==> src/hdl/brk_sim_defines.vh <==
// Purpose: Constants for the breakpoint and break-status block
// Assumes: Avalon-MM word addressing, 8-bit registers in low byte
// Notes: Offsets are word indices on a 3-bit address
`ifndef BRK_SIM_DEFINES_VH
`define BRK_SIM_DEFINES_VH
`define OFS_BREAK_EXIT_STATUS 3'h0
`define OFS_RESET_CAUSE_STATUS 3'h1
`define OFS_BREAK_FLAG_CONTROL 3'h2
`define OFS_BREAKPOINT_CONTROL_STATUS 3'h3
`define OFS_BREAKPOINT_ADDR_HIGH 3'h4
`define OFS_BREAKPOINT_ADDR_LOW 3'h5
`define OFS_CORE_STATUS 3'h6
`define BIT_EXITED_LOW_POWER 1
`define BIT_CLEAR_ENABLE 7
`define BIT_BREAKPOINT_ENABLE 7
`define BIT_BREAK_ACTIVE 6
`define CAUSE_POWER_ON 7
`define CAUSE_PIN 6
`define CAUSE_WATCHDOG 5
`define CAUSE_BAD_OPCODE 4
`define CAUSE_BAD_FETCH 3
`define CAUSE_LOW_VOLTAGE 1
`define VEC_NORMAL 16'hFFFC
`define VEC_MONITOR 16'hFEFC
`define BYTE_ZERO 8'h00
`define ADDR_ZERO 16'h0000
`define CNT_ZERO 12'h000
`define CNT_ONE 12'h001
`endif

==> src/hdl/addr_match.v <==
// Purpose: Breakpoint address comparator
// Assumes: Same clock as the CPU address bus
// Notes: Registered match pulse
`timescale 1ns/1ps
`default_nettype none
module addr_match #(
    parameter AW = 16
) (
    input wire mclk_i,
    input wire rst_i,
    input wire [AW-1:0] bus_addr_i,
    input wire [AW-1:0] brk_addr_i,
    input wire valid_i,
    output reg hit_o
);
    always @(posedge mclk_i)
    begin
        if (rst_i)
            hit_o <= 1'b0;
        else
            hit_o <= valid_i && (bus_addr_i == brk_addr_i);
    end
endmodule // addr_match
`default_nettype wire

==> src/hdl/brk_sim.v <==
// What this block does
// - Break ending stop sets exited-low-power flag
// - Recovery counter cleared in stop, then counts
// - Exited flag cleared by zero write, reset
// - Six reset-cause flags, cleared on read
// - Power-on reset sets power-on flag
// - Set only the flag of last cause
// - In break, clears allowed only if enabled
// - Address match raises breakpoint to CPU
// - Vector FFFC, or FEFC in monitor mode
// - Writing one to break-active forces break
// - Match on last cycle breaks immediately
// - Trap return ends the break state
// - Timer counter halted during break
// - Watchdog off in break under test voltage
// - Breakpoint stays active in wait mode
// - Inactive in stop, registers kept
// - Enable bit 7 gates match, reset clears
// - Match sets break-active; software clears it
// - Address high/low bytes, reset clears both
// - Break in wait sets same flag
// - Two-step clears begun before break held off until break ends
// Purpose: Breakpoint unit with break-exit, reset-cause and flag-control registers
// Assumes: CPU core signals on mclk_i; reset cause inputs are synchronous pulses
// Notes: Avalon-MM slave, one wait state on every access
`timescale 1ns/1ps
`default_nettype none
`include "brk_sim_defines.vh"
module brk_sim #(
    parameter AW = 16,
    parameter CW = 12
) (
    input wire mclk_i,
    input wire rst_i,
    input wire [2:0] address_i,
    input wire read_i,
    input wire write_i,
    input wire [31:0] writedata_i,
    output reg [31:0] readdata_o,
    output reg waitrequest_o,
    input wire [AW-1:0] cpu_addr_i,
    input wire cpu_addr_valid_i,
    input wire cpu_last_cycle_i,
    input wire cpu_trap_return_i,
    input wire stop_exec_i,
    input wire wait_exec_i,
    input wire wake_i,
    input wire monitor_mode_i,
    input wire test_voltage_i,
    input wire cause_power_on_i,
    input wire cause_pin_i,
    input wire cause_watchdog_i,
    input wire cause_bad_opcode_i,
    input wire cause_bad_fetch_i,
    input wire cause_low_voltage_i,
    input wire step1_seen_i,
    output reg break_req_o,
    output reg [AW-1:0] break_vector_o,
    output reg break_state_o,
    output reg flag_clear_ok_o,
    output reg second_step_ok_o,
    output reg timer_halt_o,
    output reg watchdog_off_o,
    output reg [CW-1:0] recovery_count_o
);
    localparam MODE_RUN = 2'b00;
    localparam MODE_WAIT = 2'b01;
    localparam MODE_STOP = 2'b10;
    localparam MODE_RECOVER = 2'b11;

    reg [1:0] mode_reg;
    reg [1:0] mode_next;
    reg exited_reg;
    reg [7:0] cause_reg;
    reg clear_enable_reg;
    reg brk_enable_reg;
    reg brk_active_reg;
    reg [7:0] addr_high_reg;
    reg [7:0] addr_low_reg;
    reg in_break_reg;
    reg pending_reg;
    reg test_meta_reg;
    reg test_sync_reg;
    reg step1_pre_reg;
    reg phase_reg;
    reg [7:0] rdata_next;
    wire hit;
    wire any_cause;
    wire acc_go;
    wire wr_go;
    wire rd_go;
    wire force_break;
    wire match_break;
    wire break_start;
    wire [AW-1:0] brk_addr;

    assign brk_addr = {addr_high_reg, addr_low_reg};
    assign acc_go = (read_i || write_i) && phase_reg;
    assign wr_go = write_i && phase_reg;
    assign rd_go = read_i && phase_reg;
    assign any_cause = cause_power_on_i || cause_pin_i || cause_watchdog_i ||
        cause_bad_opcode_i || cause_bad_fetch_i || cause_low_voltage_i;

    addr_match #(
        .AW(AW)
    ) u_match (
        .mclk_i(mclk_i),
        .rst_i(rst_i),
        .bus_addr_i(cpu_addr_i),
        .brk_addr_i(brk_addr),
        .valid_i(cpu_addr_valid_i && brk_enable_reg && (mode_reg != MODE_STOP)),
        .hit_o(hit)
    );

    // Break on match or forced write of one
    assign match_break = hit && brk_enable_reg;
    assign force_break = wr_go && (address_i == `OFS_BREAKPOINT_CONTROL_STATUS) &&
        writedata_i[`BIT_BREAK_ACTIVE];
    assign break_start = !in_break_reg &&
        ((pending_reg && cpu_last_cycle_i) || force_break ||
        (match_break && cpu_last_cycle_i));

    // Test-voltage pin synchroniser
    always @(posedge mclk_i)
    begin
        if (rst_i)
        begin
            test_meta_reg <= 1'b0;
            test_sync_reg <= 1'b0;
        end
        else
        begin
            test_meta_reg <= test_voltage_i;
            test_sync_reg <= test_meta_reg;
        end
    end

    // Bus handshake: one wait state
    always @(posedge mclk_i)
    begin
        if (rst_i)
        begin
            phase_reg <= 1'b0;
            waitrequest_o <= 1'b1;
        end
        else if (acc_go)
        begin
            phase_reg <= 1'b0;
            waitrequest_o <= 1'b1;
        end
        else if (read_i || write_i)
        begin
            phase_reg <= 1'b1;
            waitrequest_o <= 1'b0;
        end
        else
        begin
            phase_reg <= 1'b0;
            waitrequest_o <= 1'b1;
        end
    end

    always @*
    begin
        rdata_next = `BYTE_ZERO;
        case (address_i)
            `OFS_BREAK_EXIT_STATUS:
                rdata_next[`BIT_EXITED_LOW_POWER] = exited_reg;
            `OFS_RESET_CAUSE_STATUS:
                rdata_next = cause_reg;
            `OFS_BREAK_FLAG_CONTROL:
                rdata_next[`BIT_CLEAR_ENABLE] = clear_enable_reg;
            `OFS_BREAKPOINT_CONTROL_STATUS:
            begin
                rdata_next[`BIT_BREAKPOINT_ENABLE] = brk_enable_reg;
                rdata_next[`BIT_BREAK_ACTIVE] = brk_active_reg;
            end
            `OFS_BREAKPOINT_ADDR_HIGH:
                rdata_next = addr_high_reg;
            `OFS_BREAKPOINT_ADDR_LOW:
                rdata_next = addr_low_reg;
            `OFS_CORE_STATUS:
                rdata_next = {6'h00, mode_reg};
            default:
                rdata_next = `BYTE_ZERO;
        endcase
    end

    always @(posedge mclk_i)
    begin
        if (rst_i)
            readdata_o <= 32'h00000000;
        else if (read_i && !phase_reg)
            readdata_o <= {24'h000000, rdata_next};
        else
            readdata_o <= readdata_o;
    end

    // Low-power mode tracking
    always @*
    begin
        case (mode_reg)
            MODE_RUN:
                if (stop_exec_i)
                    mode_next = MODE_STOP;
                else if (wait_exec_i)
                    mode_next = MODE_WAIT;
                else
                    mode_next = MODE_RUN;
            MODE_WAIT:
                if (wake_i || break_start)
                    mode_next = MODE_RUN;
                else
                    mode_next = MODE_WAIT;
            MODE_STOP:
                if (wake_i || force_break)
                    mode_next = MODE_RECOVER;
                else
                    mode_next = MODE_STOP;
            MODE_RECOVER:
                if (recovery_count_o == {CW{1'b1}})
                    mode_next = MODE_RUN;
                else
                    mode_next = MODE_RECOVER;
            default:
                mode_next = MODE_RUN;
        endcase
    end

    always @(posedge mclk_i)
    begin
        if (rst_i)
        begin
            mode_reg <= MODE_RUN;
            recovery_count_o <= {CW{1'b0}};
        end
        else
        begin
            mode_reg <= mode_next;
            if (mode_reg == MODE_STOP || stop_exec_i)
                recovery_count_o <= {CW{1'b0}};
            else if (mode_reg == MODE_RECOVER)
                recovery_count_o <= recovery_count_o + {{(CW-1){1'b0}}, 1'b1};
            else
                recovery_count_o <= recovery_count_o;
        end
    end

    // Reset-cause register; rst_i does not clear it
    always @(posedge mclk_i)
    begin
        if (any_cause)
        begin
            cause_reg <= `BYTE_ZERO;
            cause_reg[`CAUSE_POWER_ON] <= cause_power_on_i;
            cause_reg[`CAUSE_PIN] <= cause_pin_i;
            cause_reg[`CAUSE_WATCHDOG] <= cause_watchdog_i;
            cause_reg[`CAUSE_BAD_OPCODE] <= cause_bad_opcode_i;
            cause_reg[`CAUSE_BAD_FETCH] <= cause_bad_fetch_i;
            cause_reg[`CAUSE_LOW_VOLTAGE] <= cause_low_voltage_i;
        end
        else if (rd_go && address_i == `OFS_RESET_CAUSE_STATUS)
            cause_reg <= `BYTE_ZERO;
        else
            cause_reg <= cause_reg;
    end

    // Software registers and break state
    always @(posedge mclk_i)
    begin
        if (rst_i)
        begin
            exited_reg <= 1'b0;
            clear_enable_reg <= 1'b0;
            brk_enable_reg <= 1'b0;
            brk_active_reg <= 1'b0;
            addr_high_reg <= `BYTE_ZERO;
            addr_low_reg <= `BYTE_ZERO;
            in_break_reg <= 1'b0;
            pending_reg <= 1'b0;
        end
        else
        begin
            if (wr_go && address_i == `OFS_BREAK_FLAG_CONTROL)
                clear_enable_reg <= writedata_i[`BIT_CLEAR_ENABLE];
            if (wr_go && address_i == `OFS_BREAKPOINT_ADDR_HIGH)
                addr_high_reg <= writedata_i[7:0];
            if (wr_go && address_i == `OFS_BREAKPOINT_ADDR_LOW)
                addr_low_reg <= writedata_i[7:0];
            if (wr_go && address_i == `OFS_BREAKPOINT_CONTROL_STATUS)
                brk_enable_reg <= writedata_i[`BIT_BREAKPOINT_ENABLE];
            // Set wins over software clear
            if (match_break || force_break)
                brk_active_reg <= 1'b1;
            else if (wr_go && address_i == `OFS_BREAKPOINT_CONTROL_STATUS &&
                !writedata_i[`BIT_BREAK_ACTIVE])
                brk_active_reg <= 1'b0;
            if (break_start && (mode_reg == MODE_WAIT || mode_reg == MODE_STOP ||
                mode_reg == MODE_RECOVER))
                exited_reg <= 1'b1;
            else if (wr_go && address_i == `OFS_BREAK_EXIT_STATUS &&
                !writedata_i[`BIT_EXITED_LOW_POWER])
                exited_reg <= 1'b0;
            if (break_start || in_break_reg)
                pending_reg <= 1'b0;
            else if (match_break && !cpu_last_cycle_i)
                pending_reg <= 1'b1;
            if (break_start)
                in_break_reg <= 1'b1;
            else if (cpu_trap_return_i)
                in_break_reg <= 1'b0;
        end
    end

    // First step seen before break stays blocked while in break
    always @(posedge mclk_i)
    begin
        if (rst_i)
            step1_pre_reg <= 1'b0;
        else if (!in_break_reg)
            step1_pre_reg <= step1_seen_i;
        else
            step1_pre_reg <= step1_pre_reg;
    end

    // Registered outputs to the CPU and other modules
    always @(posedge mclk_i)
    begin
        if (rst_i)
        begin
            break_req_o <= 1'b0;
            break_vector_o <= `ADDR_ZERO;
            break_state_o <= 1'b0;
            flag_clear_ok_o <= 1'b1;
            second_step_ok_o <= 1'b1;
            timer_halt_o <= 1'b0;
            watchdog_off_o <= 1'b0;
        end
        else
        begin
            break_req_o <= break_start;
            break_vector_o <= monitor_mode_i ? `VEC_MONITOR : `VEC_NORMAL;
            break_state_o <= in_break_reg || break_start;
            flag_clear_ok_o <= !(in_break_reg || break_start) || clear_enable_reg;
            second_step_ok_o <= !(in_break_reg || break_start) ||
                (clear_enable_reg && !step1_pre_reg);
            timer_halt_o <= in_break_reg || break_start;
            watchdog_off_o <= (in_break_reg || break_start) && test_sync_reg;
        end
    end
endmodule // brk_sim
`default_nettype wire

==> config.mk <==
export PLATFORM = sky130hd
export DESIGN_NAME = brk_sim
export DESIGN_NICKNAME = d
export VERILOG_FILES = /design/src/hdl/addr_match.v /design/src/hdl/brk_sim.v
export VERILOG_INCLUDE_DIRS = /design/src /design/src/hdl
export SDC_FILE = /design/constraint.sdc
export NUM_CORES = 1
export LEC_CHECK = 0
export BUFFER_PORTS_ARGS = -buffer_cell sky130_fd_sc_hd__buf_2
export CORE_MARGIN = 5
export CORE_UTILIZATION = 25
export DETAILED_ROUTE_END_ITERATION = 8
export SLEW_MARGIN = 20
export SYNTH_ARGS = -nofsm -noshare
export SYNTH_HDL_FRONTEND = slang
export SYNTH_HIERARCHICAL = 1
export SYNTH_SLANG_ARGS = --single-unit
export TNS_END_PERCENT = 1
==> constraint.sdc <==
create_clock -name mclk_i -period 2 [get_ports mclk_i]
set_input_delay 0.2 -clock mclk_i [delete_from_list [all_inputs] [get_ports mclk_i]]
set_output_delay 0.2 -clock mclk_i [all_outputs]
set_load 0.005 [all_outputs]
==> flow_summary.ini, run 1 <==
[clock_tree]
cts_resized = 0
cts.sinks = 63
cts_max_level = 3
cts_hold_buf = 0
post_cts_buffers = 0
path_clk_slew_ps = 50
clockBufferDepth = 2
clock_latency_ps = 330
cts_tree = done
root_buffer = clkbuf_16
cts_buffers = 9

[sta]
fin_skew_ps = 3.56
hold_violations = 0
fin_crit_ps = 1660
setup_viol = 0
slew_headroom_pct = 62.5
rsz0062_at_grt = no
fin_setup_tns_ps = 0
whs_ps = 22.0
period_share_pct = 82.9
drv_slew = 0
timing.fmax_mhz = 603
worst_pin_slew_ps = 561

[route]
totalWireLength_mm = 7.77
vias = 2444
detail-route-antenna-nets = 0
vias_per_cell = 4.22
dr.pass1.iters = 4
drc = 0
wire_per_inst_um = 13.4
first_iter_violations = 173

[yosys]
ys_warn_count = 6
synth_edf_count = 6
ys_top_cells_by_area = dfxtp_1 (36%), buf_4 (10%), mux2i_1 (6.7%), edfxtp_1 (5.8%), xor2_1 (5.3%)
yosysTopAreaCellShare_pct = 36.5
ys_seq_area_share_pct = 42.2
synth-seq-cells = 63
synthTopCellsByCount = dfxtp_1 (57), buf_4 (42), nor2_1 (41)
yosys.cell_count.top_type = dfxtp_1
syn_avg_cell_area_sq_um = 9.25
yosys.cell_types.count = 54
syn_inst = 338
synth_top_cell_by_area = dfxtp_1
synthFlopType = dfxtp_1
async_reset_ff_share_pct = 0
syn-cell-area_sq_um = 3130

[final_layout]
drive_gt1_share_pct = 27.7
largest_reg_flops = 12
syn_to_final_growth_pct = 21.2
top_register = recovery_count_o
diodes = 0
stdcell_area_sq_um = 3790
final_cells = 579
utilization_pct = 31.2
nets = 477
num-fill-cells = 1285

[worst_setup_path]
reg2reg_depth = 4
r2r_end = addr_low_reg[7]
path_class = register to register
crit_fanout = 8
r2r_start = phase_reg
critPathLaunchType = register
cp.arrival_ps = 1860
endpoint_kind = register
required_ps = 2200
r2r_slack_ps = 340

[placed_design]
dpl-instance-area_sq_um = 3510
post-dp-hpwl_mm = 6.17
dp.cells = 563
io_buffers = 86
gp_congestion = 0.794

[floorplanning]
start_util_pct = 25.7
io_pins = 137
row_count = 40
die_w_um = 122
die-area_sq_um = 14800
core_region_area_sq_um = 12200
die_y_um = 122

[grt]
grt_overflow = 0
antenna_found_initial = 0
grt_usage_pct = 10.8
grt_pass1_wl_mm = 12.1
grt_pass1_vias = 2324
grt_max_degree = 26

[min_path]
min_path_cells = 2
min_to = break_vector_o[8]
hold_class = input port to register
min_from = monitor_mode_i

[power]
power_density_nw_per_um2 = 810
ir_drop_mv = 0.403
p_leak_uw = 0.00167

[status]
status = finished, final reports clean

[job]
maxCapViolations = 0
layout by cell type (no fill, tap or decap), types with 2 or more instances in the layout:
cell type	instances
a21oi_1	13
a22o_1	3
a22oi_1	4
a31oi_1	2
and2_1	2
and2b_1	2
and3_1	2
buf_2	86
buf_4	4
clkbuf_1	3
clkbuf_16	9
conb_1	26
dfxtp_1	57
edfxtp_1	6
inv_1	9
mux2_2	6
mux2i_1	21
nand2_1	13
nand2b_1	5
nand3_1	6
nand3b_1	3
nand4_1	6
nand4_2	2
nor2_1	41
nor2b_1	2
nor3_1	6
nor4_1	7
o21a_1	2
o21ai_0	9
or3_1	4
xnor2_1	6
xor2_1	19
where the power goes:
part / leakage, uW / internal, uW / switching, uW
registers: 0.000526 / 1310 / 29.5
clock network: 0.000134 / 958 / 528
logic: 0.00101 / 106 / 139
cell families (layout without fill, tap and decap cells):
logic type / after synthesis / after routing / share of synthesized area [%]
simple gates: 110 / 110 / 18.8
buf+inv: 67 / 115 / 13.4
flops: 63 / 63 / 42.2
compound gates: 44 / 44 / 9.12
mux: 27 / 27 / 8.88
xor+xnor: 25 / 25 / 7.00
fa+ha+maj: 1 / 1 / 0.400
other cells: 1 / 26 / 0.120
routing by layer:
layer	GRT usage (%)	share of wire (%)	vias up
met4	3.57	1.4	0
met1	12.7	41	1109
met5	0	0	-
met3	4.55	9.2	12
li1	-	-	1235
met2	17.6	48	88
stage by stage:
stage	worst slack, ps	total power, uW
after floorplan	660	1550
after global placement	361	1610
after detailed placement	356	1610
after CTS	338	3120
after global routing	215	3200
final	343	3070
worst max-delay path: stages, from the launching register on:
cell and delay (ps):
dfxtp_1 460, nand2_2 160, or3_1 610, mux2i_1 240
nor2_1 50
final cells by class:
| type | count | area [sq um] | share of cell area (%) |
|---|---|---|---|
| Clock buffer | 12 | 236 | 6.24 |
| Inverter | 9 | 33.8 | 0.891 |
| Tap cell | 168 | 210 | 5.55 |
| Multi-Input combinational cell | 233 | 1480 | 39.1 |
| Sequential cell | 63 | 1320 | 34.9 |
| Clock inverter | 4 | 46.3 | 1.22 |
| Timing Repair Buffer | 90 | 460 | 12.1 |
how the worst max path moves through the flow:
stage,end,slack [ps],cells after the start,start
after floorplan,mode_reg[0],660,4,recovery_count_o[2]
after global placement,addr_low_reg[0],360,4,phase_reg
after detailed placement,addr_low_reg[7],360,5,address_i[2]
after CTS,addr_low_reg[7],340,4,phase_reg
after global routing,addr_low_reg[2],210,4,phase_reg
final,addr_low_reg[7],340,4,phase_reg
Power figures use the tool's default switching activity.
==> run 2, diff against run 1 <==
Clock period 2 ns to 1.6 ns, I/O delays scaled along.
==> flow_summary.ini, run 2 (synthesis results as in run 1) <==
[status]
status = finished, final reports clean

[power]
switchingPower_uw = 865
clockPowerShare_pct = 47.8
p_int_uw = 3000
switching_share_pct = 22.4
ir_drop_mv = 0.574
p_leak_uw = 0.00179
sequentialPowerShare_pct = 43.0
combPwrFrac_pct = 9.2
power_density_nw_per_um2 = 970
power_uw = 3860

[clock_tree]
cts.sinks = 63
root_buffer = clkbuf_16
cts_buffers = 9
cts_max_level = 3
post_cts_buffers = 0
cts_tree = done
clockBufferDepth = 2
path_clk_slew_ps = 50
clock_latency_ps = 320

[sta]
timing.fmax_mhz = 706
fin_crit_ps = 1420
drv_slew = 0
fin_skew_ps = 6.77
whs_ps = 27.8
fin_setup_tns_ps = 0
setup_viol = 0
rsz0062_at_grt = no
period_share_pct = 88.5
hold_violations = 0
setup_ws_ps = 184

[grt]
grt_pass1_wl_mm = 12.3
grt_max_degree = 24
antenna_found_initial = 0
grt_pass1_vias = 2445
grt_overflow = 0
grt_usage_pct = 10.8

[worst_setup_path]
r2r_end = mode_reg[0]
reg2reg_depth = 4
crit_fanout = 5
endpoint_kind = register
critPathLaunchType = register
r2r_start = recovery_count_o[7]
r2r_slack_ps = 180
required_ps = 1810
cp.arrival_ps = 1620
path_class = register to register

[min_path]
min_path_cells = 1
min_to = cause_reg[1]
min_from = cause_low_voltage_i
hold_class = input port to register

[final_layout]
top_register = recovery_count_o
syn_to_final_growth_pct = 27.2
utilization_pct = 32.7
drive_gt1_share_pct = 31.6
num-fill-cells = 1281
diodes = 0
final_common_cell = buf_2
nets = 499
largest_reg_flops = 12
layout_common_cells = buf_2 (86), dfxtp_1 (57), nor2_1 (41)

[route]
detail-route-antenna-nets = 0
dr.pass1.iters = 4
vias_per_cell = 4.19
totalWireLength_mm = 7.91
vias = 2519
wire_per_inst_um = 13.2
first_iter_violations = 90
drc = 0

[placed_design]
gp_congestion = 0.799
io_buffers = 86
place_ws_ps = 127
post-dp-hpwl_mm = 6.47

[floorplanning]
die_w_um = 122
row_count = 40
die_y_um = 122
io_pins = 137
start_util_pct = 25.7
core_region_area_sq_um = 12200
die-area_sq_um = 14800

[job]
maxCapViolations = 0
==> run 2: layer usage <==
layer / global-route usage [%] / part of all wire (%) / vias to the layer above
met2: 17.9 / 49 / 75
met4: 3.36 / 1.3 / 0
met5: 0 / 0 / -
met3: 4.04 / 7.2 / 11
li1: - / - / 1276
met1: 13.1 / 43 / 1157
==> run 2: worst max-delay path by stage <==
stage                        startpoint     endpoint  slack, ps  depth (start not counted)
global placement           address_i[0]  mode_reg[0]        150                          6
global route        recovery_count_o[6]  mode_reg[0]         70                          4
CTS                 recovery_count_o[6]  mode_reg[0]        160                          4
detailed placement         address_i[0]  mode_reg[0]        130                          6
floorplan           recovery_count_o[2]  mode_reg[0]        260                          4
finish              recovery_count_o[7]  mode_reg[0]        180                          4
==> run 2: power groups by stage <==
stage | registers (uW) | clock network [uW] | logic, uW
floorplan | 1690 | 0 | 252
CTS | 1660 | 1910 | 358
global placement | 1690 | 0 | 353
global route | 1660 | 1970 | 398
detailed placement | 1690 | 0 | 355
finish | 1660 | 1840 | 355
==> run 2: metrics by stage <==
stage / std cells / instance area [sq um]
2_1_floorplan: 363 / 3220
3_3_place_gp: 584 / 3680
3_5_place_dp: 584 / 3680
4_1_cts: 601 / 3970
5_1_grt: 601 / 3980
6_report: 601 / 3980
==> run 2: worst max-delay path, stage by stage, from the launching register on <==
cell     delay, ps
dfxtp_1        420
nand4_1        200
nor4_2         280
nor2_1         100
o31a_1         300
==> run 2: layout make-up <==
cell class	instances	area, sq um	area share [%]
clock inverters	4	47.5	1.20
repair buffers	112	641	16.1
well taps	168	210	5.28
clock buffers	12	236	5.95
multi-input cells	233	1490	37.4
inverters	9	33.8	0.849
flip-flops and latches	63	1320	33.2
==> run 2: repair_timing <==
item | CTS | global route
hold buffers | 1 | 0
setup endpoints to repair | 0 | 1
hold endpoints to repair | 1 | 0
gates resized for setup | 0 | 1
==> run 3, diff against run 2 <==
Clock period 1.6 ns to 1.7 ns, I/O delays scaled along.
==> flow_summary.ini, run 3 (synthesis results as in run 1) <==
[route]
vias = 2536
drc = 0
first_iter_violations = 143
dr.pass1.iters = 4
wire_per_inst_um = 13.5
vias_per_cell = 4.28
totalWireLength_mm = 8.02
detail-route-antenna-nets = 0

[grt]
grt_usage_pct = 10.8
grt_max_degree = 22
grt_pass1_vias = 2419
grt_overflow = 0
antenna_found_initial = 0
grt_pass1_wl_mm = 12.4

[worst_setup_path]
crit_slowest_cell = dfxtp_1
reg2reg_depth = 4
critPathLaunchType = register
required_ps = 1910
r2r_end = mode_reg[0]
max_stage_delay_ps = 420
worst-path-stages = 4
cp.arrival_ps = 1660
r2r_start = recovery_count_o[3]
r2r_slack_ps = 260
path_buf_inv = 0
cp_top_family = simple AND/OR/NAND/NOR gates
crit_fanout = 5
cp_cell_sequence = nand4_2, nor4_1, nor2_1, o31a_1
cp-startpoint = recovery_count_o[3]
endpoint_kind = register
cp-endpoint = mode_reg[0]
path_class = register to register

[sta]
drv_slew = 0
rsz0062_at_grt = no
setup_viol = 0
fin_setup_tns_ps = 0
fin_skew_ps = 5.38
timing.fmax_mhz = 692
fin_crit_ps = 1440
hold_violations = 0
period_share_pct = 85.0

[floorplanning]
core_region_area_sq_um = 12200
die_y_um = 122
io_pins = 137
die_w_um = 122
die-area_sq_um = 14800
start_util_pct = 25.7
row_count = 40

[final_layout]
utilization_pct = 32.0
final_cells = 593
layout_common_cells = buf_2 (86), dfxtp_1 (57), nor2_1 (41)
top_register = recovery_count_o
drive_gt1_share_pct = 30.4
nets = 491
diodes = 0
num-fill-cells = 1283
final_common_cell = buf_2
largest_reg_flops = 12
syn_to_final_growth_pct = 24.4

[clock_tree]
cts_hold_buf = 1
cts.sinks = 63
root_buffer = clkbuf_16
cts_tree = done
clockBufferDepth = 2
cts_resized = 0
post_cts_buffers = 0
cts_buffers = 9
clock_latency_ps = 330
path_clk_slew_ps = 50
cts_max_level = 3

[min_path]
hold_class = input port to register
min_from = cpu_trap_return_i

[placed_design]
gp_congestion = 0.823
post-dp-hpwl_mm = 6.41
dp.cells = 576
io_buffers = 86

[status]
status = finished, final reports clean

[power]
power_density_nw_per_um2 = 919
ir_drop_mv = 0.541
p_leak_uw = 0.00174

[job]
maxCapViolations = 0
run 3: cell count changes in the layout (fill, tap and decap cells not counted):
cell	delta
buf_4	-7
nor4_1	+1
clkbuf_1	-1
nor4_2	-1
clkbuf_8	+2
bufinv_16	-1
buf_12	-1
run 3: final cells by class:
cell class	instances	area, sq um	share of cell area [%]
clock buffer	13	260	6.69
tap	168	210	5.40
clock inverter	3	17.5	0.450
multi-input combinational	233	1480	38.1
sequential	63	1320	33.9
inverter	9	33.8	0.868
timing repair buffer	104	568	14.6
run 3: worst min-delay path by stage:
stage	to	slack [ps]	cells after the start
floorplan	break_vector_o[8]	240	1
global placement	break_vector_o[8]	330	2
detailed placement	break_vector_o[8]	330	2
CTS	pending_reg	10	2
global route	cause_reg[5]	20	1
finish	in_break_reg	30	2
run 3: metrics by stage:
stage | hold slack [ps] | setup slack [ps] | power, uW | cell area, sq um
2_1_floorplan | 237 | 360 | 1830 | 3220
3_3_place_gp | 326 | 236 | 1910 | 3600
3_5_place_dp | 331 | 214 | 1920 | 3600
4_1_cts | 14.2 | 257 | 3640 | 3890
5_1_grt | 23.0 | 155 | 3750 | 3890
6_report | 31.6 | 255 | 3580 | 3890
run 3: per-layer routing:
metal	up-vias	track usage, %	wire length, um
met3	9	4.55	603
li1	1269	-	-
met5	-	0	0
met1	1168	13.3	3490
met4	0	2.31	92
met2	90	17.7	3830
run 3: worst register-to-register path, cell delays in order, from the launching register on:
cell     delay, ps
dfxtp_1        420
nand4_2        130
nor4_1         350
nor2_1         120
o31a_1         310
run 3: power breakdown:
group          internal, uW  switching [uW]  total (uW)  leakage, uW
Sequential             1540            26.8        1560     0.000526
Clock                  1060             632        1690     0.000136
Combinational           143             179         322      0.00108
Total                  2740             837        3580      0.00174
